$ cat src/core/adc_regs_pkg.sv
package adc_regs_pkg;

   localparam int ADDR_W = 6;
   localparam int DATA_W = 16;
   localparam int NUM_CH = 4;

   // Register offsets
   localparam logic [ADDR_W-1:0] OFF_IDENT        = 6'h00;
   localparam logic [ADDR_W-1:0] OFF_STATUS       = 6'h01;
   localparam logic [ADDR_W-1:0] OFF_MODE         = 6'h02;
   localparam logic [ADDR_W-1:0] OFF_CH2_GAIN_HI  = 6'h16;
   localparam logic [ADDR_W-1:0] OFF_CH2_GAIN_LO  = 6'h17;
   localparam logic [ADDR_W-1:0] OFF_CH3_INPUT_CONFIG      = 6'h18;
   localparam logic [ADDR_W-1:0] OFF_CH3_OFS_HI   = 6'h19;
   localparam logic [ADDR_W-1:0] OFF_CH3_OFS_LO   = 6'h1A;
   localparam logic [ADDR_W-1:0] OFF_CH3_GAIN_HI  = 6'h1B;
   localparam logic [ADDR_W-1:0] OFF_CH3_GAIN_LO  = 6'h1C;
   localparam logic [ADDR_W-1:0] OFF_IRQ_STATUS   = 6'h20;
   localparam logic [ADDR_W-1:0] OFF_IRQ_CLEAR    = 6'h21;
   localparam logic [ADDR_W-1:0] OFF_IRQ_ENABLE   = 6'h22;
   localparam logic [ADDR_W-1:0] OFF_MAP_CHECKSUM = 6'h3E;
   localparam logic [ADDR_W-1:0] OFF_SPARE        = 6'h3F;

   // Identity fields
   localparam logic [3:0] IDENT_TOP_NIBBLE    = 4'h4;
   localparam logic [3:0] CHANNEL_COUNT_FIELD = 4'h4;

   // Status and mode field positions
   localparam int BIT_LOCK       = 15;
   localparam int BIT_REALIGN    = 14;
   localparam int BIT_MAP_FAULT  = 13;
   localparam int BIT_RX_CRC_ERR = 12;
   localparam int BIT_CRC_TYPE   = 11;
   localparam int BIT_RESET_FLAG = 10;
   localparam int WSIZE_MSB      = 9;
   localparam int WSIZE_LSB      = 8;

   localparam logic [DATA_W-1:0] MODE_RST   = 16'h0510;
   localparam logic [DATA_W-1:0] STATUS_RST = 16'h0500;

   // Interrupt bit layout
   localparam int IRQ_W         = 7;
   localparam int IRQ_REALIGN   = 0;
   localparam int IRQ_MAP_FAULT = 1;
   localparam int IRQ_RX_CRC    = 2;
   localparam int IRQ_READY_LSB = 3;

   // Trim store: index = offset - OFF_CH2_GAIN_HI
   localparam int TRIM_DEPTH = 8;
   localparam int TRIM_IDX_W = 3;
   localparam logic [TRIM_DEPTH-1:0][DATA_W-1:0] TRIM_RST = {
      16'h0000, 16'h0000, 16'h8000, 16'h0000, 16'h0000, 16'h0000, 16'h0000, 16'h8000};
   localparam logic [TRIM_DEPTH-1:0][DATA_W-1:0] TRIM_WR_MASK = {
      16'h0000, 16'hFF00, 16'hFFFF, 16'hFF00, 16'hFFFF, 16'h0003, 16'hFF00, 16'hFFFF};

endpackage

$ cat src/core/trim_mem_if.sv
`timescale 1ns/100ps
`default_nettype none
interface trim_mem_if;
   logic        wr;
   logic        rd;
   logic [2:0]  idx;
   logic [15:0] wdata;
   logic [15:0] rdata;

   modport ctrl  (output wr, output rd, output idx, output wdata, input rdata);
   modport store (input wr, input rd, input idx, input wdata, output rdata);
endinterface
`default_nettype wire

$ cat src/core/trim_mem.sv
`timescale 1ns/100ps
`default_nettype none
module trim_mem (
   input  wire logic  clk,
   input  wire logic  rst,
   trim_mem_if.store  bus
);
   import adc_regs_pkg::*;

   typedef struct packed {
      logic [TRIM_DEPTH-1:0][DATA_W-1:0] words;
      logic [DATA_W-1:0]                 rdata;
   } mem_state_t;

   localparam mem_state_t MEM_RST = '{words: TRIM_RST, rdata: 16'h0000};

   mem_state_t mem_reg;
   mem_state_t mem_next;

   ////////////////////////////////////////////////////////////////////////
   always_comb begin
      mem_next = mem_reg;
      // Reserved bits stay at zero, so writes go through a mask
      if (bus.wr) begin
         mem_next.words[bus.idx] = (bus.wdata & TRIM_WR_MASK[bus.idx]) |
                                   (mem_reg.words[bus.idx] & ~TRIM_WR_MASK[bus.idx]);
      end
      if (bus.rd) begin
         mem_next.rdata = mem_reg.words[bus.idx];
      end
   end

   always_ff @(posedge clk) begin
      if (rst) begin
         mem_reg <= MEM_RST;
      end else begin
         mem_reg <= mem_next;
      end
   end

   assign bus.rdata = mem_reg.rdata;
endmodule
`default_nettype wire

$ cat src/core/adc_status_regs.sv
`timescale 1ns/100ps
`default_nettype none
module adc_status_regs #(
   parameter logic [7:0] REVISION_CODE = 8'h5A   // Arbitrary value
) (
   input  wire logic                        clk,
   input  wire logic                        rst,
   input  wire logic [adc_regs_pkg::ADDR_W-1:0] addr,
   input  wire logic [adc_regs_pkg::DATA_W-1:0] wr_data,
   input  wire logic                        wr_en,
   input  wire logic                        rd_en,
   output logic      [adc_regs_pkg::DATA_W-1:0] rd_data,
   input  wire logic                        lock_state,
   input  wire logic                        realign_pulse,
   input  wire logic                        map_fault_pulse,
   input  wire logic                        rx_crc_error_pulse,
   input  wire logic [adc_regs_pkg::NUM_CH-1:0] sample_ready_pulse,
   input  wire logic [adc_regs_pkg::NUM_CH-1:0] sample_taken,
   input  wire logic [adc_regs_pkg::DATA_W-1:0] map_checksum_in,
   output logic      [adc_regs_pkg::DATA_W-1:0] config_word,
   output logic                             irq
);
   import adc_regs_pkg::*;

   ////////////////////////////////////////////////////////////////////////
   typedef struct packed {
      logic [DATA_W-1:0] mode;
      logic              reset_flag;
      logic              lock;
      logic              realign;
      logic              map_fault;
      logic              rx_err;
      logic [NUM_CH-1:0] ready;
      logic [IRQ_W-1:0]  irq_st;
      logic [IRQ_W-1:0]  irq_en;
      logic [DATA_W-1:0] rdat;
      logic              trim_sel;
   } regs_state_t;

   localparam regs_state_t REGS_RST = '{
      mode:       MODE_RST,
      reset_flag: MODE_RST[BIT_RESET_FLAG],
      lock:       1'b0,
      realign:    1'b0,
      map_fault:  1'b0,
      rx_err:     1'b0,
      ready:      4'h0,
      irq_st:     7'h00,
      irq_en:     7'h00,
      rdat:       16'h0000,
      trim_sel:   1'b0
   };

   regs_state_t state_reg;
   regs_state_t state_next;

   logic [DATA_W-1:0] ident_word;
   logic [DATA_W-1:0] status_word;
   logic [DATA_W-1:0] mode_word;
   logic [NUM_CH-1:0] ready_next;
   logic [IRQ_W-1:0]  irq_events;
   logic [IRQ_W-1:0]  irq_clear;
   logic [ADDR_W-1:0] trim_offset;
   logic              in_trim;
   logic              rd_status;

   trim_mem_if trim_bus ();

   ////////////////////////////////////////////////////////////////////////
   // Read views
   assign ident_word = {IDENT_TOP_NIBBLE, CHANNEL_COUNT_FIELD, REVISION_CODE};

   always_comb begin
      status_word                 = 16'h0000;
      status_word[BIT_LOCK]       = state_reg.lock;
      status_word[BIT_REALIGN]    = state_reg.realign;
      status_word[BIT_MAP_FAULT]  = state_reg.map_fault;
      status_word[BIT_RX_CRC_ERR] = state_reg.rx_err;
      status_word[BIT_CRC_TYPE]   = state_reg.mode[BIT_CRC_TYPE];
      status_word[BIT_RESET_FLAG] = state_reg.reset_flag;
      status_word[WSIZE_MSB:WSIZE_LSB] = state_reg.mode[WSIZE_MSB:WSIZE_LSB];
      status_word[NUM_CH-1:0]     = state_reg.ready;
   end

   // Mode bit 10 is stored but never read out; it reads back the flag
   always_comb begin
      mode_word                 = state_reg.mode;
      mode_word[BIT_RESET_FLAG] = state_reg.reset_flag;
   end

   ////////////////////////////////////////////////////////////////////////
   // Per-channel new-data flags; a fresh sample beats a read-out
   generate
      for (genvar ch = 0; ch < NUM_CH; ch++) begin : g_ready
         assign ready_next[ch] = sample_ready_pulse[ch] |
                                 (state_reg.ready[ch] & ~sample_taken[ch]);
      end
   endgenerate

   assign irq_events = {sample_ready_pulse, rx_crc_error_pulse, map_fault_pulse, realign_pulse};
   assign irq_clear  = (wr_en && addr == OFF_IRQ_CLEAR) ? wr_data[IRQ_W-1:0] : 7'h00;
   assign rd_status  = rd_en && addr == OFF_STATUS;

   assign trim_offset = addr - OFF_CH2_GAIN_HI;
   assign in_trim     = (addr >= OFF_CH2_GAIN_HI) && (addr <= OFF_CH3_GAIN_LO);

   assign trim_bus.wr    = wr_en && in_trim;
   assign trim_bus.rd    = rd_en && in_trim;
   assign trim_bus.idx   = trim_offset[TRIM_IDX_W-1:0];
   assign trim_bus.wdata = wr_data;

   trim_mem u_trim_mem (
      .clk (clk),
      .rst (rst),
      .bus (trim_bus.store)
   );

   ////////////////////////////////////////////////////////////////////////
   always_comb begin
      state_next          = state_reg;
      state_next.lock     = lock_state;
      state_next.ready    = ready_next;
      state_next.rdat     = 16'h0000;
      state_next.trim_sel = 1'b0;

      // Sticky event flags clear on a status read; a same-cycle event wins
      state_next.realign   = realign_pulse | (state_reg.realign & ~rd_status);
      state_next.map_fault = map_fault_pulse | (state_reg.map_fault & ~rd_status);
      state_next.rx_err    = rx_crc_error_pulse | (state_reg.rx_err & ~rd_status);

      state_next.irq_st = irq_events | (state_reg.irq_st & ~irq_clear);

      // Writes to identity and status fall through the decode untouched
      if (wr_en) begin
         if (addr == OFF_MODE) begin
            state_next.mode = wr_data;
            if (!wr_data[BIT_RESET_FLAG]) begin
               state_next.reset_flag = 1'b0;
            end
         end else if (addr == OFF_IRQ_ENABLE) begin
            state_next.irq_en = wr_data[IRQ_W-1:0];
         end
      end

      if (rd_en) begin
         if (addr == OFF_IDENT) begin
            state_next.rdat = ident_word;
         end else if (addr == OFF_STATUS) begin
            state_next.rdat = status_word;
         end else if (addr == OFF_MODE) begin
            state_next.rdat = mode_word;
         end else if (in_trim) begin
            state_next.trim_sel = 1'b1;
         end else if (addr == OFF_MAP_CHECKSUM) begin
            state_next.rdat = map_checksum_in;
         end else if (addr == OFF_IRQ_STATUS) begin
            state_next.rdat = {9'h000, state_reg.irq_st};
         end else if (addr == OFF_IRQ_ENABLE) begin
            state_next.rdat = {9'h000, state_reg.irq_en};
         end else begin
            state_next.rdat = 16'h0000;
         end
      end
   end

   always_ff @(posedge clk) begin
      if (rst) begin
         state_reg <= REGS_RST;
      end else begin
         state_reg <= state_next;
      end
   end

   ////////////////////////////////////////////////////////////////////////
   // Both sources are flops; the select only picks which one
   assign rd_data     = state_reg.trim_sel ? trim_bus.rdata : state_reg.rdat;
   assign config_word = mode_word;
   assign irq         = |(state_reg.irq_st & state_reg.irq_en);
endmodule
`default_nettype wire

$ cat config.mk
export PLATFORM = sky130hd
export DESIGN_NAME = adc_status_regs
export DESIGN_NICKNAME = d
export VERILOG_FILES = /design/src/core/adc_regs_pkg.sv /design/src/core/trim_mem_if.sv /design/src/core/trim_mem.sv /design/src/core/adc_status_regs.sv
export SDC_FILE = /design/constraint.sdc
export NUM_CORES = 1
export LEC_CHECK = 0
export BUFFER_PORTS_ARGS = -buffer_cell sky130_fd_sc_hd__buf_2
export CAP_MARGIN = 30
export CORE_MARGIN = 5
export CORE_UTILIZATION = 44
export CTS_BUF_LIST = sky130_fd_sc_hd__clkbuf_8
export DETAILED_ROUTE_END_ITERATION = 7
export HOLD_SLACK_MARGIN = 0.08
export SYNTH_ARGS = -nofsm -noshare
export SYNTH_HDL_FRONTEND = slang
export SYNTH_HIERARCHICAL = 1
export SYNTH_SLANG_ARGS = --single-unit
$ cat constraint.sdc
create_clock -name clk -period 4 [get_ports clk]
set_clock_uncertainty 0.05 [all_clocks]
set_input_delay 0.2 -clock clk [delete_from_list [all_inputs] [get_ports clk]]
set_output_delay 0.2 -clock clk [all_outputs]
set_load 0.005 [all_outputs]
==> results of run 1 <==
## metrics by stage
step | setup WS, ns | util | power (W) | hold WS, ns
floorplan | 1.60 | - | 0.00233 | 0.267
global placement | 0.898 | 0.457 | 0.00247 | 0.364
detailed placement | 0.845 | 0.457 | 0.00247 | 0.368
CTS | 1.36 | 0.497 | 0.00376 | 0.0815
global route | 1.14 | 0.497 | 0.00388 | 0.0857
finish | 1.32 | 0.497 | 0.00375 | 0.0855
## Yosys cell counts, drive strengths merged, types with 2 or more instances
master,number
a21oi,74
a221oi,15
nand2b,23
o32ai,13
a211o,2
or2,6
or3,14
o21bai,3
inv,12
and2,8
o31ai,77
or3b,2
nor3b,4
a211oi,10
a2bb2oi,12
a22oi,13
buf,64
o22ai,7
nand3,20
nor2,100
mux2i,27
nor3,10
dfxtp,199
a32oi,9
and3,5
a31oi,2
mux2,38
a221o,4
clkbuf,49
a41oi,5
nand3b,77
o211ai,3
ha,5
a311oi,2
nand2,126
o21ai,16
nor2b,7
a222oi,4
## metal layers
layer | wire length, um | global-route usage | up-vias
met5 | 0 | 0 | -
met4 | 852 | 0.0746 | 0
met3 | 2070 | 0.0426 | 47
met2 | 14400 | 0.383 | 302
met1 | 13700 | 0.347 | 4132
li1 | - | - | 3996
## area by class of cell
class / instances / area, um^2 / area share
Inverter: 13 / 48.8 / 0.00454
Multi-Input combinational cell: 753 / 4930 / 0.459
Clock buffer: 19 / 262 / 0.0243
Clock inverter: 13 / 115 / 0.0107
Sequential cell: 199 / 3980 / 0.371
Timing Repair Buffer: 150 / 1050 / 0.0974
Tap cell: 280 / 350 / 0.0326
## worst reg2reg max path, delay by kind of cell (launching register included)
| family | cells | cell delay, ns |
|---|---|---|
| mux | 1 | 0.31 |
| simple gates | 1 | 0.05 |
| compound gates | 3 | 1.06 |
| flops | 1 | 0.33 |
## report_power, final
group,leakage (nW),switching [W],internal (W)
Combinational,2.11,0.000299,0.000157
Clock,0.183,0.000789,0.000483
Sequential,1.61,0.0000155,0.00200
## cells by family after synthesis
logic type               Yosys count
AND/OR/NAND/NOR                  407
AO/OA/AOI/OAI                    276
flip-flops                       199
buffers and inverters            126
multiplexers                      65
adder cells (fa/ha/maj)            5
## path summary, 6_finish.rpt
path / start / depth (start not counted) / end
max: addr[1] / 11 / u_trim_mem/mem_reg[107]$_SDFFE_PP0P_
min: map_checksum_in[3] / 4 / state_reg[4]$_SDFF_PP0_
max reg2reg: u_trim_mem/mem_reg[69]$_SDFFE_PP0P_ / 5 / u_trim_mem/mem_reg[85]$_SDFFE_PP0P_
min reg2reg: u_trim_mem/mem_reg[21]$_SDFFE_PP0P_ / 2 / u_trim_mem/mem_reg[21]$_SDFFE_PP0P_
## timing repair
item                      4_1_cts  5_1_grt
hold buffers                   48        0
hold endpoints to repair       51        0
setup buffers                   0        0
==> out/results.txt, run 1 <==
status - finished, final reports clean
nature of the critical path startpoint - input pin
total leakage power - 3.90 nW
Synth Area in Simple Gates - 0.226
post-synthesis mux area share - 0.0732
Synth Area in XOR/XNOR - 0
final count of negative-setup-slack endpoints - 0
vias in the first global route - 8011
CP max FO - 21
Total GRT Usage - 0.245
PwrDens - 349 nW/um^2
Syn Nets - 1137
vias - 8477
reg2reg setup slack - 2.07 ns
Synth area leaders - dfxtp_1 (42%), nand3b_1 (6.0%), o31ai_1 (6.0%), nand2_1 (4.9%), a21oi_1 (3.9%)
WP data arrival - 2.96 ns
Yosys warnings - 6
main combinational cell family by area after synthesis - simple AND/OR/NAND/NOR gates
transition time of the tightest slew-check pin - 0.971 ns
root buffer cell - clkbuf_8
cts repair resizes - 0
Compound-Gate Fraction of Synth Area - 0.209
total wire length - 31000 um
largest net degree at the start of global routing - 97
Die Height - 158 um
Worst path top cell family by delay - buffers and inverters
Hold WC Path Type - input pin to register
setup TNS - 0 ns
Most used DFF post-synth - dfxtp_1
maximum clock path buffer count - 2
Placer Congestion - 0.873
Slew HR - 0.351
die width - 158 um
area leader, netlist - dfxtp_1
Max VDD drop - 213 uV
DR pass1 iterations - 5
Ports - 87
crit path max-delay cell type - mux2i_1
Worst Path Buf+Inv - 5
Fillers - 2100
Detail Route Antenna Nets - 0
CTS clk-pin slew, worst paths - 0.10 ns
# clock sinks - 199
Critical Path Sink Type - register
Core Area - 21600 um^2
period utilization - 0.669
Initial Utilization - 0.443
Slew Limit Fails - 0
Vias/cell - 5.94
Inserted Diodes - 0
total grt overflow - 0
Post-DP HPWL - 19900 um
RSZ-0062 raised after global routing - no
routed len/inst - 21.7 um
commonest non-fill, non-tap cell in the layout - dfxtp_1
Layout Area Growth over Synthesis - 12.0%
synthesized-area fraction occupied by adder cells - 0.00653
drt drc - 0
number of flip-flops in the largest register - 128
first-pass GRT wire length - 47200 um
depth of the CTS H-tree - 4
CTS tree - built
clock latency on the worst-skew pair - 0.48 ns
cell area after placement - 9880 um^2
Critical Path Max Stage Delay - 0.65 ns
post-synthesis sequential area ratio - 0.416
nets@finish - 1193
Syn Std Cell Area - 9590 um^2
CTS Buf Count - 17
Die ar. - 24800 um^2
Synth Register Bits - 199
initial antenna violation count - 0
Syn Area/Cell - 8.89 um^2
critical path type - input pin to register
Cell Rows - 54
Design Area, Final - 10700 um^2
PortBufs - 86
Max Cap Viol - 0
ys async rst share - 0
Hold Vio Cnt, Final - 0
CP required - 4.28 ns
layout cells sized above 1 - 0.167
Period minus WS final - 2.68 ns
Max Fclk - 374 MHz
fin cells - 1427
synthesized instance count - 1078
Synth top area share - 0.416
number of flops mapped to enable cells by yosys - 0
Cell Chain, Critical Path - buf_2 -> inv_2 -> ha_1 -> inv_2 -> buf_4 -> buf_4 -> mux2i_1 -> nand2b_1 -> nand2_1 -> a2bb2oi_1 -> nor2_1
synth unique cells - 67
commonest non-fill, non-tap cells in the layout - dfxtp_1 (199), nand2_1 (125), nor2_1 (96), buf_2 (85)
First DRT Iteration DRCs - 908
Inst Count DP - 1347
Note: power is estimated with default switching activity, not from simulation.
==> run 2: changes to the inputs <==
clock period = 2.7 ns   (was 4 ns; I/O delays follow)
==> run 2 against run 1 <==
  * Critical path depth is 1 lower
  * Cell area is 5.1% higher
  * Clock power is 54% higher
==> out/results.txt, run 2 (synthesis gave the netlist of run 1 again) <==
status - finished, final reports clean
post-CTS setup buffer count - 0 (unchanged)
Slew Limit Fails - 0 (unchanged)
cts hold-fix bufs - 60 (+25%)
vias - 8737 (+3.1%)
period utilization - 0.921
clock latency on the worst-skew pair - 0.48 ns (about the same)
Post-DP HPWL - 20900 um (+4.7%)
First DRT Iteration DRCs - 982 (+8.1%)
commonest non-fill, non-tap cells in the layout - dfxtp_1 (199), nand2_1 (125), nor2_1 (96), buf_2 (85)
worst hold stages - 5 (+1)
r2r worst-path depth - 5 (unchanged)
Detail Route Antenna Nets - 0 (unchanged)
routed len/inst - 20.9 um (-3.5%)
Hold Crit Endpoint - state_reg[21]$_SDFFE_PP0P_
Vias/cell - 5.86 (-1.4%)
CTS clk-pin slew, worst paths - 0.12 ns (+0.02 ns)
final count of negative-setup-slack endpoints - 0 (unchanged)
WP data arrival - 2.82 ns (-0.14 ns)
Max Cap Viol - 0 (unchanged)
CTS tree - built
commonest non-fill, non-tap cell in the layout - dfxtp_1
PwrDens - 505 nW/um^2 (+45%)
depth of the CTS H-tree - 4 (unchanged)
Core Area - 21600 um^2 (unchanged)
reg2reg setup slack - 0.80 ns (-1.27 ns)
total wire length - 31200 um (+0.83%)
Placer Congestion - 0.898 (+2.9%)
Layout Area Growth over Synthesis - 17.7%
worst r2r src - u_trim_mem/mem_reg[69]$_SDFFE_PP0P_
total grt overflow - 0 (unchanged)
Hold WC Path Type - input pin to register
Period minus WS final - 2.49 ns
DR pass1 iterations - 6 (+1)
worst flop-to-flop path endpoint - u_trim_mem/mem_reg[53]$_SDFFE_PP0P_
Inserted Diodes - 0 (unchanged)
layout cells sized above 1 - 0.201 (+0.0333)
PortBufs - 86 (unchanged)
RSZ-0062 raised after global routing - no
Initial Utilization - 0.443 (unchanged)
Slew HR - 0.469 (+0.118)
cts repair resizes - 0 (unchanged)
root buffer cell - clkbuf_8
Fillers - 2068 (-1.5%)
Die ar. - 24800 um^2 (unchanged)
largest net degree at the start of global routing - 74 (-24%)
critical path type - input pin to register
Die Height - 158 um (unchanged)
nature of the critical path startpoint - input pin
vias in the first global route - 8509 (+6.2%)
Critical Path Sink Type - register
drt drc - 0 (unchanged)
number of flip-flops in the largest register - 128 (unchanged)
Final WS setup - 0.214 ns (-1.11 ns)
Cell Rows - 54 (unchanged)
first-pass GRT wire length - 48200 um (+2.0%)
Ports - 87 (unchanged)
CP required - 3.04 ns (-1.24 ns)
Max VDD drop - 326 uV (+53%)
Final Core Density - 0.522 (+0.0252)
initial antenna violation count - 0 (unchanged)
# clock sinks - 199 (unchanged)
hold path startpoint - addr[3]
transition time of the tightest slew-check pin - 0.796 ns (-0.175 ns)
maximum clock path buffer count - 2 (unchanged)
total leakage power - 4.24 nW (+8.7%)
Hold Vio Cnt, Final - 0 (unchanged)
Total GRT Usage - 0.250 (+0.00535)
nets@finish - 1257 (+5.4%)
CTS Buf Count - 17 (unchanged)
pre-CTS worst setup slack - 0.00954 ns (-0.835 ns)
Max Fclk - 402 MHz
setup TNS - 0 ns (unchanged)
CP max FO - 12 (-43%)
die width - 158 um (unchanged)
run 2: cell count changes in the layout (fill, tap and decap cells not counted), sizes merged:
cell         before  now
buf             102  154
clkinv            6    5
bufinv            0    1
dlygate4sd3      48   60
inv              17   19
clkinvlp          3    1
run 2: layout make-up:
type,instances,area [um^2],area share
inverters,13,48.8,0.00432
flip-flops and latches,199,3980,0.353
repair buffers,214,1570,0.139
well taps,280,350,0.0310
clock inverters,13,136,0.0121
clock buffers,19,262,0.0232
multi-input cells,753,4930,0.437
run 2: report_power, final:
part	switching (W)	internal [W]	total, W
clock	0.00115	0.000811	0.00196
combinational	0.000458	0.000293	0.000751
sequential	0.0000243	0.00297	0.00299
total	0.00163	0.00407	0.00570
run 2: per-layer routing:
layer	up-vias	GRT usage	wire (um)
li1	4135	-	-
met1	4198	0.343	13600
met2	363	0.408	14800
met3	41	0.0429	2230
met4	0	0.0733	569
met5	-	0	0
run 2: per-stage QoR:
step                      area, um^2  cells  power, W  hold WS [ns]
after floorplan                 9590   1078   0.00345         0.202
after global placement         10300   1399   0.00372         0.294
after detailed placement       10300   1399   0.00372         0.321
after CTS                      11300   1491   0.00573         0.127
after global routing           11300   1491   0.00592         0.157
final                          11300   1491   0.00570         0.164
run 2: critical path, stage by stage:
cell and delay (ns):
dlygate4sd3_1 0.52, buf_2 0.25, nand2_1 0.09, nor3_1 0.21
buf_4 0.19, nand2_1 0.06, a21oi_1 0.17, dlygate4sd3_1 0.58
nor2_1 0.04, dlygate4sd3_1 0.57
run 2: worst max-delay path by stage:
stage | slack (ns) | startpoint | end | cells after the start
3_5_place_dp | 0.01 | addr[1] | u_trim_mem/mem_reg[138]$_SDFFE_PP0P_ | 10
4_1_cts | 0.36 | wr_en | state_reg[30]$_SDFF_PP0_ | 10
5_1_grt | 0.15 | wr_en | state_reg[26]$_SDFF_PP0_ | 10
3_3_place_gp | 0.04 | addr[1] | u_trim_mem/mem_reg[58]$_SDFFE_PP0P_ | 10
2_1_floorplan | 0.37 | addr[1] | u_trim_mem/mem_reg[116]$_SDFFE_PP0P_ | 10
6_report | 0.21 | wr_en | state_reg[26]$_SDFF_PP0_ | 10
